<file path="src/design/ispl_pkg.sv">
// Purpose: Shared constants for the interleaved serial port and LAN clock ends.
// Assumes: One system clock at 125 MHz; line clocks and reference clock are sampled inputs.
// Notes:   Serial bits travel most significant bit first.
//
// What this block does
// Launch transmit bit on transmit clock rise.
// Gapped transmit clock: skipped periods send nothing.
// Transmit pulse marks channel 1; aligns bytes.
// Receive pulse marks channel 1; aligns bytes.
// Capture receive bit on receive clock rise.
// Gapped receive clock: missing periods take nothing.
// T1 frame: framing bit, then 24 channels.
// RMII signals synchronous to reference clock.
// DCE derives MII clocks; DTE ignores reference. In RMII mode the code gates LAN bytes on its rise in DTE too.
// Reference clock stable before reset release.
// Reference output divides the system clock.
// LAN frames to receive queue; serial to transmit.
// DCE transmit clock 25MHz or 2.5MHz.
package ispl_pkg;

  // ****************************************
  // Clock and frame figures
  // ****************************************
  localparam int SYS_CLK_MHZ     = 125;
  localparam int FRAME_PERIOD_US = 125;
  localparam int T1_CHANNELS     = 24;
  localparam int BYTE_BITS       = 8;
  localparam int FRAMING_BITS    = 1;
  localparam int FRAME_BITS      = FRAMING_BITS + T1_CHANNELS * BYTE_BITS;
  localparam int FRAME_CYCLES    = FRAME_PERIOD_US * SYS_CLK_MHZ;

  // Clock figures: the three frequencies in tenths of a megahertz, then dividers and half periods.
  localparam int REF_MHZ_X10    = 500;
  localparam int MII100_MHZ_X10 = 250;
  localparam int MII10_MHZ_X10  = 25;
  localparam int MII100_HALF    = REF_MHZ_X10 / MII100_MHZ_X10 / 2;
  localparam int MII10_HALF     = REF_MHZ_X10 / MII10_MHZ_X10 / 2;
  localparam int LAN_OUT_DIV    = 4;
  localparam int LINE_HALF      = 8;

  // ****************************************
  // Field positions and fill values
  // ****************************************
  localparam int                 BIT_MSB    = BYTE_BITS - 1;
  localparam logic [2:0]         BIT_LAST   = 3'h7;
  localparam logic [2:0]         BIT_FIRST  = 3'h0;
  localparam logic [2:0]         BIT_SECOND = 3'h1;
  localparam logic [BIT_MSB:0]   IDLE_FILL  = 8'h7e;
  localparam logic [7:0]         SLOT_FRAMING = 8'h00;
  localparam logic [7:0]         SLOT_CH1     = 8'h01;
  localparam logic [7:0]         SLOT_LAST    = 8'(FRAME_BITS - 1);

  // Synchroniser lane positions.
  localparam int SYN_TXCLK = 5;
  localparam int SYN_TXPLS = 4;
  localparam int SYN_RXCLK = 3;
  localparam int SYN_RXSER = 2;
  localparam int SYN_RXPLS = 1;
  localparam int SYN_REF   = 0;
  localparam int SYN_LANES = 6;

endpackage

</file>
<file path="src/design/ispl_link_if.sv">
// Purpose: Serial link between the mapper end and the framer end.
// Assumes: Both ends run on the same system clock; line clocks are data here.
// Notes:   The framer end makes both line clocks and both frame pulses.
`timescale 1ns/1ps
`default_nettype none
interface ispl_link_if;
  logic txLineClock;
  logic txLineSerial;
  logic txFramePulse;
  logic rxLineClock;
  logic rxLineSerial;
  logic rxFramePulse;

  modport device (
    input  txLineClock,
    output txLineSerial,
    input  txFramePulse,
    input  rxLineClock,
    input  rxLineSerial,
    input  rxFramePulse
  );

  modport framer (
    output txLineClock,
    input  txLineSerial,
    output txFramePulse,
    output rxLineClock,
    output rxLineSerial,
    output rxFramePulse
  );
endinterface
`default_nettype wire

</file>
<file path="src/design/ispl_device_end.sv">
// Purpose: Mapper end of the serial port, its queues and the LAN clock logic.
// Assumes: Line clocks stay well below a quarter of sys_clk so edges can be sampled.
// Notes:   The 52 MHz ceiling of the pins is not reachable with edge sampling at 125 MHz.
`timescale 1ns/1ps
`default_nettype none

module ispl_fifo #(
  parameter int WIDTH = 8,
  parameter int DEPTH = 8
) (
  // Clock and reset
  input  wire logic             sys_clk,
  input  wire logic             sys_rst,
  // Fill side
  input  wire logic [WIDTH-1:0] inData,
  input  wire logic             inValid,
  output logic                  inReady,
  // Drain side
  output logic      [WIDTH-1:0] outData,
  output logic                  outValid,
  input  wire logic             outReady
);
  localparam int AW = (DEPTH > 1) ? $clog2(DEPTH) : 1;
  logic [WIDTH-1:0] mem [DEPTH];
  logic [AW-1:0]    wrPtr;
  logic [AW-1:0]    rdPtr;
  logic [AW:0]      count;

  wire doWrite = inValid & inReady;
  wire doRead  = outValid & outReady;
  assign inReady  = (count < (AW+1)'(DEPTH));
  assign outValid = (count != '0);
  assign outData  = mem[rdPtr];

  wire [AW-1:0] next_wrPtr = (wrPtr == AW'(DEPTH - 1)) ? '0 : wrPtr + 1'b1;
  wire [AW-1:0] next_rdPtr = (rdPtr == AW'(DEPTH - 1)) ? '0 : rdPtr + 1'b1;

  always_ff @(posedge sys_clk) begin
    if (doWrite) begin
      mem[wrPtr] <= inData;
    end
  end

  always_ff @(posedge sys_clk) begin
    if (sys_rst) begin
      wrPtr <= '0;
      rdPtr <= '0;
      count <= '0;
    end else begin
      if (doWrite) begin
        wrPtr <= next_wrPtr;
      end
      if (doRead) begin
        rdPtr <= next_rdPtr;
      end
      count <= count + (AW+1)'(doWrite) - (AW+1)'(doRead);
    end
  end
endmodule

module ispl_device_end
  import ispl_pkg::*;
#(
  parameter int FIFO_DEPTH = 8,
  parameter int LAN_DIV    = ispl_pkg::LAN_OUT_DIV
) (
  // Clock and reset
  input  wire logic                        sys_clk,
  input  wire logic                        sys_rst,
  // Serial link
  ispl_link_if.device                      link,
  // Mode straps
  input  wire logic                        x86Mode,
  input  wire logic                        dceMode,
  input  wire logic                        rmiiMode,
  input  wire logic                        speed100,
  // Bytes to send on the serial link
  input  wire logic [ispl_pkg::BIT_MSB:0]  txData,
  input  wire logic                        txValid,
  output logic                             txReady,
  output logic                             txFrameStart,
  // Transmit queue toward the MAC
  output logic      [ispl_pkg::BIT_MSB:0]  txQueueData,
  output logic                             txQueueValid,
  input  wire logic                        txQueueReady,
  output logic                             rxOverflow,
  output logic                             rxFrameStart,
  // LAN side bytes and receive queue
  input  wire logic                        refClockIn,
  input  wire logic [ispl_pkg::BIT_MSB:0]  lanRxData,
  input  wire logic                        lanRxValid,
  output logic                             lanRxReady,
  output logic      [ispl_pkg::BIT_MSB:0]  lanQueueData,
  output logic                             lanQueueValid,
  input  wire logic                        lanQueueReady,
  // LAN clocks
  output logic                             miiClockOut,
  output logic                             miiClockOe,
  output logic                             lanClockOut
);
  import ispl_pkg::*;

  // ****************************************
  // Input synchronisers
  // ****************************************
  wire [SYN_LANES-1:0] rawIn = {link.txLineClock, link.txFramePulse, link.rxLineClock,
                                link.rxLineSerial, link.rxFramePulse, refClockIn};
  logic [SYN_LANES-1:0] meta;
  logic [SYN_LANES-1:0] stable;
  logic [SYN_LANES-1:0] stablePrev;

  always_ff @(posedge sys_clk) begin
    if (sys_rst) begin
      meta       <= '0;
      stable     <= '0;
      stablePrev <= '0;
    end else begin
      meta       <= rawIn;
      stable     <= meta;
      stablePrev <= stable;
    end
  end

  // A gapped clock simply yields no rise, so no bit moves in that period.
  wire txClkRise = stable[SYN_TXCLK] & ~stablePrev[SYN_TXCLK];
  wire rxClkRise = stable[SYN_RXCLK] & ~stablePrev[SYN_RXCLK];
  wire refRise   = stable[SYN_REF] & ~stablePrev[SYN_REF];
  wire txPulse   = stable[SYN_TXPLS];
  wire rxPulse   = stable[SYN_RXPLS];
  wire rxBit     = stable[SYN_RXSER];

  // ****************************************
  // Transmit serial path
  // ****************************************
  logic [BIT_MSB:0] txShift;
  logic [2:0]       txBitIdx;
  logic             txSerial;

  wire              txAlign    = txPulse & x86Mode;
  wire              txLoad     = txAlign | (txBitIdx == BIT_LAST);
  wire [BIT_MSB:0]  txNextByte = txValid ? txData : IDLE_FILL;
  assign txReady      = txClkRise & txLoad;
  assign txFrameStart = txClkRise & txPulse;
  assign link.txLineSerial = txSerial;

  always_ff @(posedge sys_clk) begin
    if (sys_rst) begin
      txShift  <= IDLE_FILL;
      txBitIdx <= BIT_LAST;
      txSerial <= 1'b0;
    end else if (txClkRise) begin
      if (txLoad) begin
        txSerial <= txNextByte[BIT_MSB];
        txShift  <= {txNextByte[BIT_MSB-1:0], 1'b0};
        txBitIdx <= BIT_FIRST;
      end else begin
        txSerial <= txShift[BIT_MSB];
        txShift  <= {txShift[BIT_MSB-1:0], 1'b0};
        txBitIdx <= txBitIdx + 1'b1;
      end
    end
  end

  // ****************************************
  // Receive serial path
  // ****************************************
  logic [BIT_MSB:0] rxShift;
  logic [2:0]       rxBitIdx;
  logic [BIT_MSB:0] rxByte;
  logic             rxByteValid;
  logic             rxQueueReady;

  wire rxAlign = rxPulse & x86Mode;
  wire rxDone  = rxClkRise & ~rxAlign & (rxBitIdx == BIT_LAST);
  assign rxFrameStart = rxClkRise & rxPulse;

  always_ff @(posedge sys_clk) begin
    if (sys_rst) begin
      rxShift     <= '0;
      rxBitIdx    <= BIT_FIRST;
      rxByte      <= '0;
      rxByteValid <= 1'b0;
    end else begin
      rxByteValid <= rxDone;
      if (rxClkRise) begin
        rxShift <= {rxShift[BIT_MSB-1:0], rxBit};
        if (rxAlign) begin
          rxBitIdx <= BIT_SECOND;
        end else begin
          rxBitIdx <= rxBitIdx + 1'b1;
        end
      end
      if (rxDone) begin
        rxByte <= {rxShift[BIT_MSB-1:0], rxBit};
      end
    end
  end

  // The line cannot be stalled, so a byte meeting a full queue is dropped and flagged.
  always_ff @(posedge sys_clk) begin
    if (sys_rst) begin
      rxOverflow <= 1'b0;
    end else if (rxByteValid & ~rxQueueReady) begin
      rxOverflow <= 1'b1;
    end
  end

  // Serial bytes fill the transmit queue toward the MAC.
  ispl_fifo #(.WIDTH(BYTE_BITS), .DEPTH(FIFO_DEPTH)) txQueue (
    .sys_clk  (sys_clk),
    .sys_rst  (sys_rst),
    .inData   (rxByte),
    .inValid  (rxByteValid),
    .inReady  (rxQueueReady),
    .outData  (txQueueData),
    .outValid (txQueueValid),
    .outReady (txQueueReady)
  );

  // ****************************************
  // LAN receive queue
  // ****************************************
  // In RMII mode a LAN byte is only taken on a reference clock rise.
  wire lanTake = lanRxValid & (~rmiiMode | refRise);
  wire lanFifoReady;
  assign lanRxReady = lanFifoReady & (~rmiiMode | refRise);

  ispl_fifo #(.WIDTH(BYTE_BITS), .DEPTH(FIFO_DEPTH)) lanQueue (
    .sys_clk  (sys_clk),
    .sys_rst  (sys_rst),
    .inData   (lanRxData),
    .inValid  (lanTake),
    .inReady  (lanFifoReady),
    .outData  (lanQueueData),
    .outValid (lanQueueValid),
    .outReady (lanQueueReady)
  );

  // ****************************************
  // LAN clocks
  // ****************************************
  localparam int MII_CW = $clog2(MII10_HALF + 1);
  logic [MII_CW-1:0] miiCount;
  logic              miiClock;

  // The reference input counts only in DCE MII mode; in DTE it only gates LAN bytes in RMII mode.
  wire               miiActive = dceMode & ~rmiiMode;
  wire [MII_CW-1:0]  miiHalf   = speed100 ? MII_CW'(MII100_HALF) : MII_CW'(MII10_HALF);
  assign miiClockOut = miiClock;
  assign miiClockOe  = miiActive;

  // Counting assumes the reference was already running at reset release.
  always_ff @(posedge sys_clk) begin
    if (sys_rst | ~miiActive) begin
      miiCount <= '0;
      miiClock <= 1'b0;
    end else if (refRise) begin
      if (miiCount == miiHalf - 1'b1) begin
        miiCount <= '0;
        miiClock <= ~miiClock;
      end else begin
        miiCount <= miiCount + 1'b1;
      end
    end
  end

  localparam int LAN_CW = $clog2(LAN_DIV);
  logic [LAN_CW-1:0] lanCount;

  always_ff @(posedge sys_clk) begin
    if (sys_rst) begin
      lanCount    <= '0;
      lanClockOut <= 1'b0;
    end else if (lanCount == LAN_CW'(LAN_DIV / 2 - 1)) begin
      lanCount    <= '0;
      lanClockOut <= ~lanClockOut;
    end else begin
      lanCount <= lanCount + 1'b1;
    end
  end
endmodule
`default_nettype wire

</file>
<file path="src/flat_wrapper.sv">
// flat-port wrapper written by rule: the top's interface ports become plain ports
module ispl_device_end_flat import ispl_pkg::*;
#(
  parameter int FIFO_DEPTH = 8,
  parameter int LAN_DIV    = ispl_pkg::LAN_OUT_DIV
)
  (sys_clk, sys_rst, x86Mode, dceMode, rmiiMode, speed100, txData, txValid, txReady, txFrameStart, txQueueData, txQueueValid, txQueueReady, rxOverflow, rxFrameStart, refClockIn, lanRxData, lanRxValid, lanRxReady, lanQueueData, lanQueueValid, lanQueueReady, miiClockOut, miiClockOe, lanClockOut, link_txLineClock, link_txLineSerial, link_txFramePulse, link_rxLineClock, link_rxLineSerial, link_rxFramePulse);
  ispl_link_if link_i ();
  input  wire logic sys_clk;
  input  wire logic sys_rst;
  input  wire logic x86Mode;
  input  wire logic dceMode;
  input  wire logic rmiiMode;
  input  wire logic speed100;
  input  wire logic [ispl_pkg::BIT_MSB:0] txData;
  input  wire logic txValid;
  output logic txReady;
  output logic txFrameStart;
  output logic      [ispl_pkg::BIT_MSB:0] txQueueData;
  output logic txQueueValid;
  input  wire logic txQueueReady;
  output logic rxOverflow;
  output logic rxFrameStart;
  input  wire logic refClockIn;
  input  wire logic [ispl_pkg::BIT_MSB:0] lanRxData;
  input  wire logic lanRxValid;
  output logic lanRxReady;
  output logic      [ispl_pkg::BIT_MSB:0] lanQueueData;
  output logic lanQueueValid;
  input  wire logic lanQueueReady;
  output logic miiClockOut;
  output logic miiClockOe;
  output logic lanClockOut;
  input wire logic [$bits(link_i.txLineClock)-1:0] link_txLineClock;
  output wire logic [$bits(link_i.txLineSerial)-1:0] link_txLineSerial;
  input wire logic [$bits(link_i.txFramePulse)-1:0] link_txFramePulse;
  input wire logic [$bits(link_i.rxLineClock)-1:0] link_rxLineClock;
  input wire logic [$bits(link_i.rxLineSerial)-1:0] link_rxLineSerial;
  input wire logic [$bits(link_i.rxFramePulse)-1:0] link_rxFramePulse;
  assign link_i.txLineClock = link_txLineClock;
  assign link_txLineSerial = link_i.txLineSerial;
  assign link_i.txFramePulse = link_txFramePulse;
  assign link_i.rxLineClock = link_rxLineClock;
  assign link_i.rxLineSerial = link_rxLineSerial;
  assign link_i.rxFramePulse = link_rxFramePulse;
  ispl_device_end #(.FIFO_DEPTH(FIFO_DEPTH), .LAN_DIV(LAN_DIV)) u_core (.sys_clk(sys_clk), .sys_rst(sys_rst), .link(link_i), .x86Mode(x86Mode), .dceMode(dceMode), .rmiiMode(rmiiMode), .speed100(speed100), .txData(txData), .txValid(txValid), .txReady(txReady), .txFrameStart(txFrameStart), .txQueueData(txQueueData), .txQueueValid(txQueueValid), .txQueueReady(txQueueReady), .rxOverflow(rxOverflow), .rxFrameStart(rxFrameStart), .refClockIn(refClockIn), .lanRxData(lanRxData), .lanRxValid(lanRxValid), .lanRxReady(lanRxReady), .lanQueueData(lanQueueData), .lanQueueValid(lanQueueValid), .lanQueueReady(lanQueueReady), .miiClockOut(miiClockOut), .miiClockOe(miiClockOe), .lanClockOut(lanClockOut));
endmodule
</file>
<file path="config.mk">
export PLATFORM = sky130hd
export DESIGN_NAME = ispl_device_end_flat
export DESIGN_NICKNAME = d
export VERILOG_FILES = /design/src/design/ispl_pkg.sv /design/src/design/ispl_link_if.sv /design/src/design/ispl_device_end.sv /design/src/flat_wrapper.sv
export SDC_FILE = /design/constraint.sdc
export NUM_CORES = 1
export LEC_CHECK = 0
export ABC_AREA = 1
export BUFFER_PORTS_ARGS = -buffer_cell sky130_fd_sc_hd__buf_4
export CELL_PAD_IN_SITES_DETAIL_PLACEMENT = 0
export CELL_PAD_IN_SITES_GLOBAL_PLACEMENT = 1
export CORE_ASPECT_RATIO = 1.25
export CORE_MARGIN = 2
export CORE_UTILIZATION = 45
export DETAILED_ROUTE_END_ITERATION = 12
export PLACE_DENSITY = 0.8
export SLEW_MARGIN = 30
export SYNTH_ARGS = -nofsm -noshare
export SYNTH_HDL_FRONTEND = slang
export SYNTH_SLANG_ARGS = --single-unit
</file>
<file path="constraint.sdc">
create_clock -name sys_clk -period 4.6 [get_ports sys_clk]
set_input_delay 0.92 -clock sys_clk [delete_from_list [all_inputs] [get_ports sys_clk]]
set_output_delay 0.92 -clock sys_clk [all_outputs]
set_load 0.01 [all_outputs]
</file>
==> metrics <==
Worst-path clk slew 0.06 ns; maximum clock frequency 326 MHz; Gates resized, CTS repair 0; Placeable Area 18600 um^2; Synth-to-Final Area Change 14.7%; Top-Level Pins 59; number of global-route vias before repair 5531; final setup margin 1.53 ns; setup TNS 0 ns; Ys Warns 0; Pwr Total 0.00496 W; crit-path max cell delay 0.36 ns; slowest library cell on the worst path o21ai_0; DRT iter0 DRCs 397; Hold WS 0.405 ns; Global Route Usage Sum 16.6%; Root Driver clkbuf_16; total gr overflow 0; via count 5652; Tightest Pin Transition 0.956 ns; PortBufs 58; Die Y 157 um; most used cell, CP nand2_1; RSZ-0062 raised after global routing no; DR vias/cell 4.90; Final Hold Viols 0; Final ANT Viol Nets 0; Max Slew Vio Count 0; min cycle time layout 3.07 ns; pre-CTS WS 2.01 ns; postcts setup bufs 0; DRT Pass-1 Iters 5; crit-path cells buf_4 -> inv_2 -> o21ai_0 -> nand2_1 -> nand2_1 -> nand2_1 -> buf_4; initial core utilization 45.5%; Slew headroom 36.0%; Synth top area share 45.5%; diode count 0; Arr. time, crit path 2.15 ns; CTS tree built; Num CTS Buffers 21; status complete, no violations; HP Class reg2reg; pwr/cell area 513 nW/um^2; post-synthesis sequential area ratio 64.5%; Max-Cap Viols 0; Rows 56; initial antenna violation count 0; dpl hpwl 10700 um; Die X 126 um; CP endpoint kind primary output; Synth area leader edfxtp_1; first-pass GRT wire length 26900 um; crit share post-route 66.7%; Yosys reg bits 208; Placed Instances 1115; CP Class reg2out; VDD IR-drop max 0.241 mV; mean cell area of the mapped netlist 9.85 um^2; Post-route DRC 0; die area 19900 um^2; Mapped Cells 857; RePlAce Congestion 0.735; CTS hold repair buffers 0; CTS sink count 208; maximum clock path buffer count 3; largest net degree at the start of global routing 51; wire per inst 14.1 um; CP Max Fanout 33; CP Launch Type register; commonest non-fill, non-tap cell in the layout nor2_1; Final #Nets 964; Post-Route WL 16200 um; WP data required 3.68 ns; Post-Layout Cell Count 1153; Leak 3.72 nW; Synth area leaders edfxtp_1 46%, dfxtp_1 19%, nor2_1 10%; Post-Synthesis Cell Area 8440 um^2; Clock Skews 0.0144 ns; Clk Latency, worst-skew pair 0.49 ns; Synth Net Count 915; post-synthesis cell type count 27; H-tree levels 1; fraction of layout cells with a size suffix above 1 11.0%; commonest cells after routing, fill and taps aside 227 x nor2_1, 129 x nand2_1, 128 x edfxtp_1; Final setup viols 0
==> metrics by stage <==
step,instance area [um^2],utilization [%]
finish,9680,52.1
global route,9680,52.1
CTS,9680,52.1
detailed placement,9010,48.5
global placement,9010,48.5
floorplan,8440,-
==> Yosys cell counts <==
master    count
ha_1         24
buf_2        17
o21ai_0      81
clkbuf_2      4
xnor2_1       2
clkbuf_1      9
inv_2         4
or2_4         1
and3_1        1
inv_1        63
nand3_1      21
a21oi_1      29
nor3_1        3
xor2_1        4
dfxtp_1      80
nand3_4       1
nor3b_1       1
buf_4         4
nand2_1     129
nand2_4       2
a22oi_1       2
nor2_1      227
fa_1          2
nand4_1       3
o31ai_1       1
edfxtp_1    128
o21ai_1      14
==> final timing paths <==
check             cells after the start                     start  slack [ns]                  endpoint
hold / removal                        2            u_core.meta[3]        0.41          u_core.stable[3]
setup / recovery                      7                  register        1.53            txQueueData[1]
hold reg to reg                       2            u_core.meta[3]        0.41          u_core.stable[3]
setup reg to reg                     12  u_core.lanQueue.count[3]        2.37  u_core.lanQueue.count[2]
==> state kept, by name (all words and copies together), names as in the netlist, named ones only <==
signal / count
u_core.stablePrev: 3
u_core.lanQueue.mem: 64
u_core.txQueue.wrPtr: 3
u_core.txQueue.mem: 64
u_core.rxByteValid: 1
u_core.txQueue.count: 4
u_core.rxBitIdx: 3
u_core.rxByte: 8
u_core.miiCount: 4
u_core.lanQueue.wrPtr: 3
u_core.lanCount: 2
u_core.txShift: 7
u_core.txQueue.rdPtr: 3
u_core.miiClockOut: 1
u_core.txBitIdx: 3
u_core.link.txLineSerial: 1
u_core.rxOverflow: 1
u_core.lanClockOut: 1
u_core.lanQueue.count: 4
u_core.meta: 6
u_core.stable: 6
u_core.rxShift: 7
u_core.lanQueue.rdPtr: 3
==> logic make-up (layout without fill, tap and decap cells) <==
logic type	after synthesis	in the layout	share of synthesized area, %
and+or+nand+nor	389	389	18.2
DFF	208	208	64.5
xor gates and xnor gates	6	6	0.623
AOI/OAI and AO/OA	127	127	7.62
buffers and inverters	101	165	4.98
adders and majority gates	26	26	4.03
==> power breakdown <==
| part | internal, W | switching, W |
|---|---|---|
| Sequential | 0.00208 | 0.000100 |
| Clock | 0.000947 | 0.000678 |
| Combinational | 0.000461 | 0.000699 |
| Total | 0.00348 | 0.00148 |
==> per-layer routing <==
metal	GRT usage (%)	up-vias	share of wire, %
met2	29.7	97	51
met1	20.8	2614	44
met4	5.13	0	1.9
met3	2.58	25	3.6
li1	-	2916	-
met5	0	-	0
==> area by class of cell <==
class	count	area (um^2)
clock buffers	33	632
well taps	232	290
clock inverters	5	35.0
repair buffers	60	450
multi-input cells	548	2570
inverters	67	251
flip-flops and latches	208	5450
fillers	1725	8890
==> critical path: cells and delay by family (launching register included) <==
kind	cells	cell delay (ns)
buffers and inverters	3	0.76
AOI/OAI and AO/OA	1	0.36
DFF	1	0.31
and+or+nand+nor	3	0.20
(Power assumes the default switching activity.)
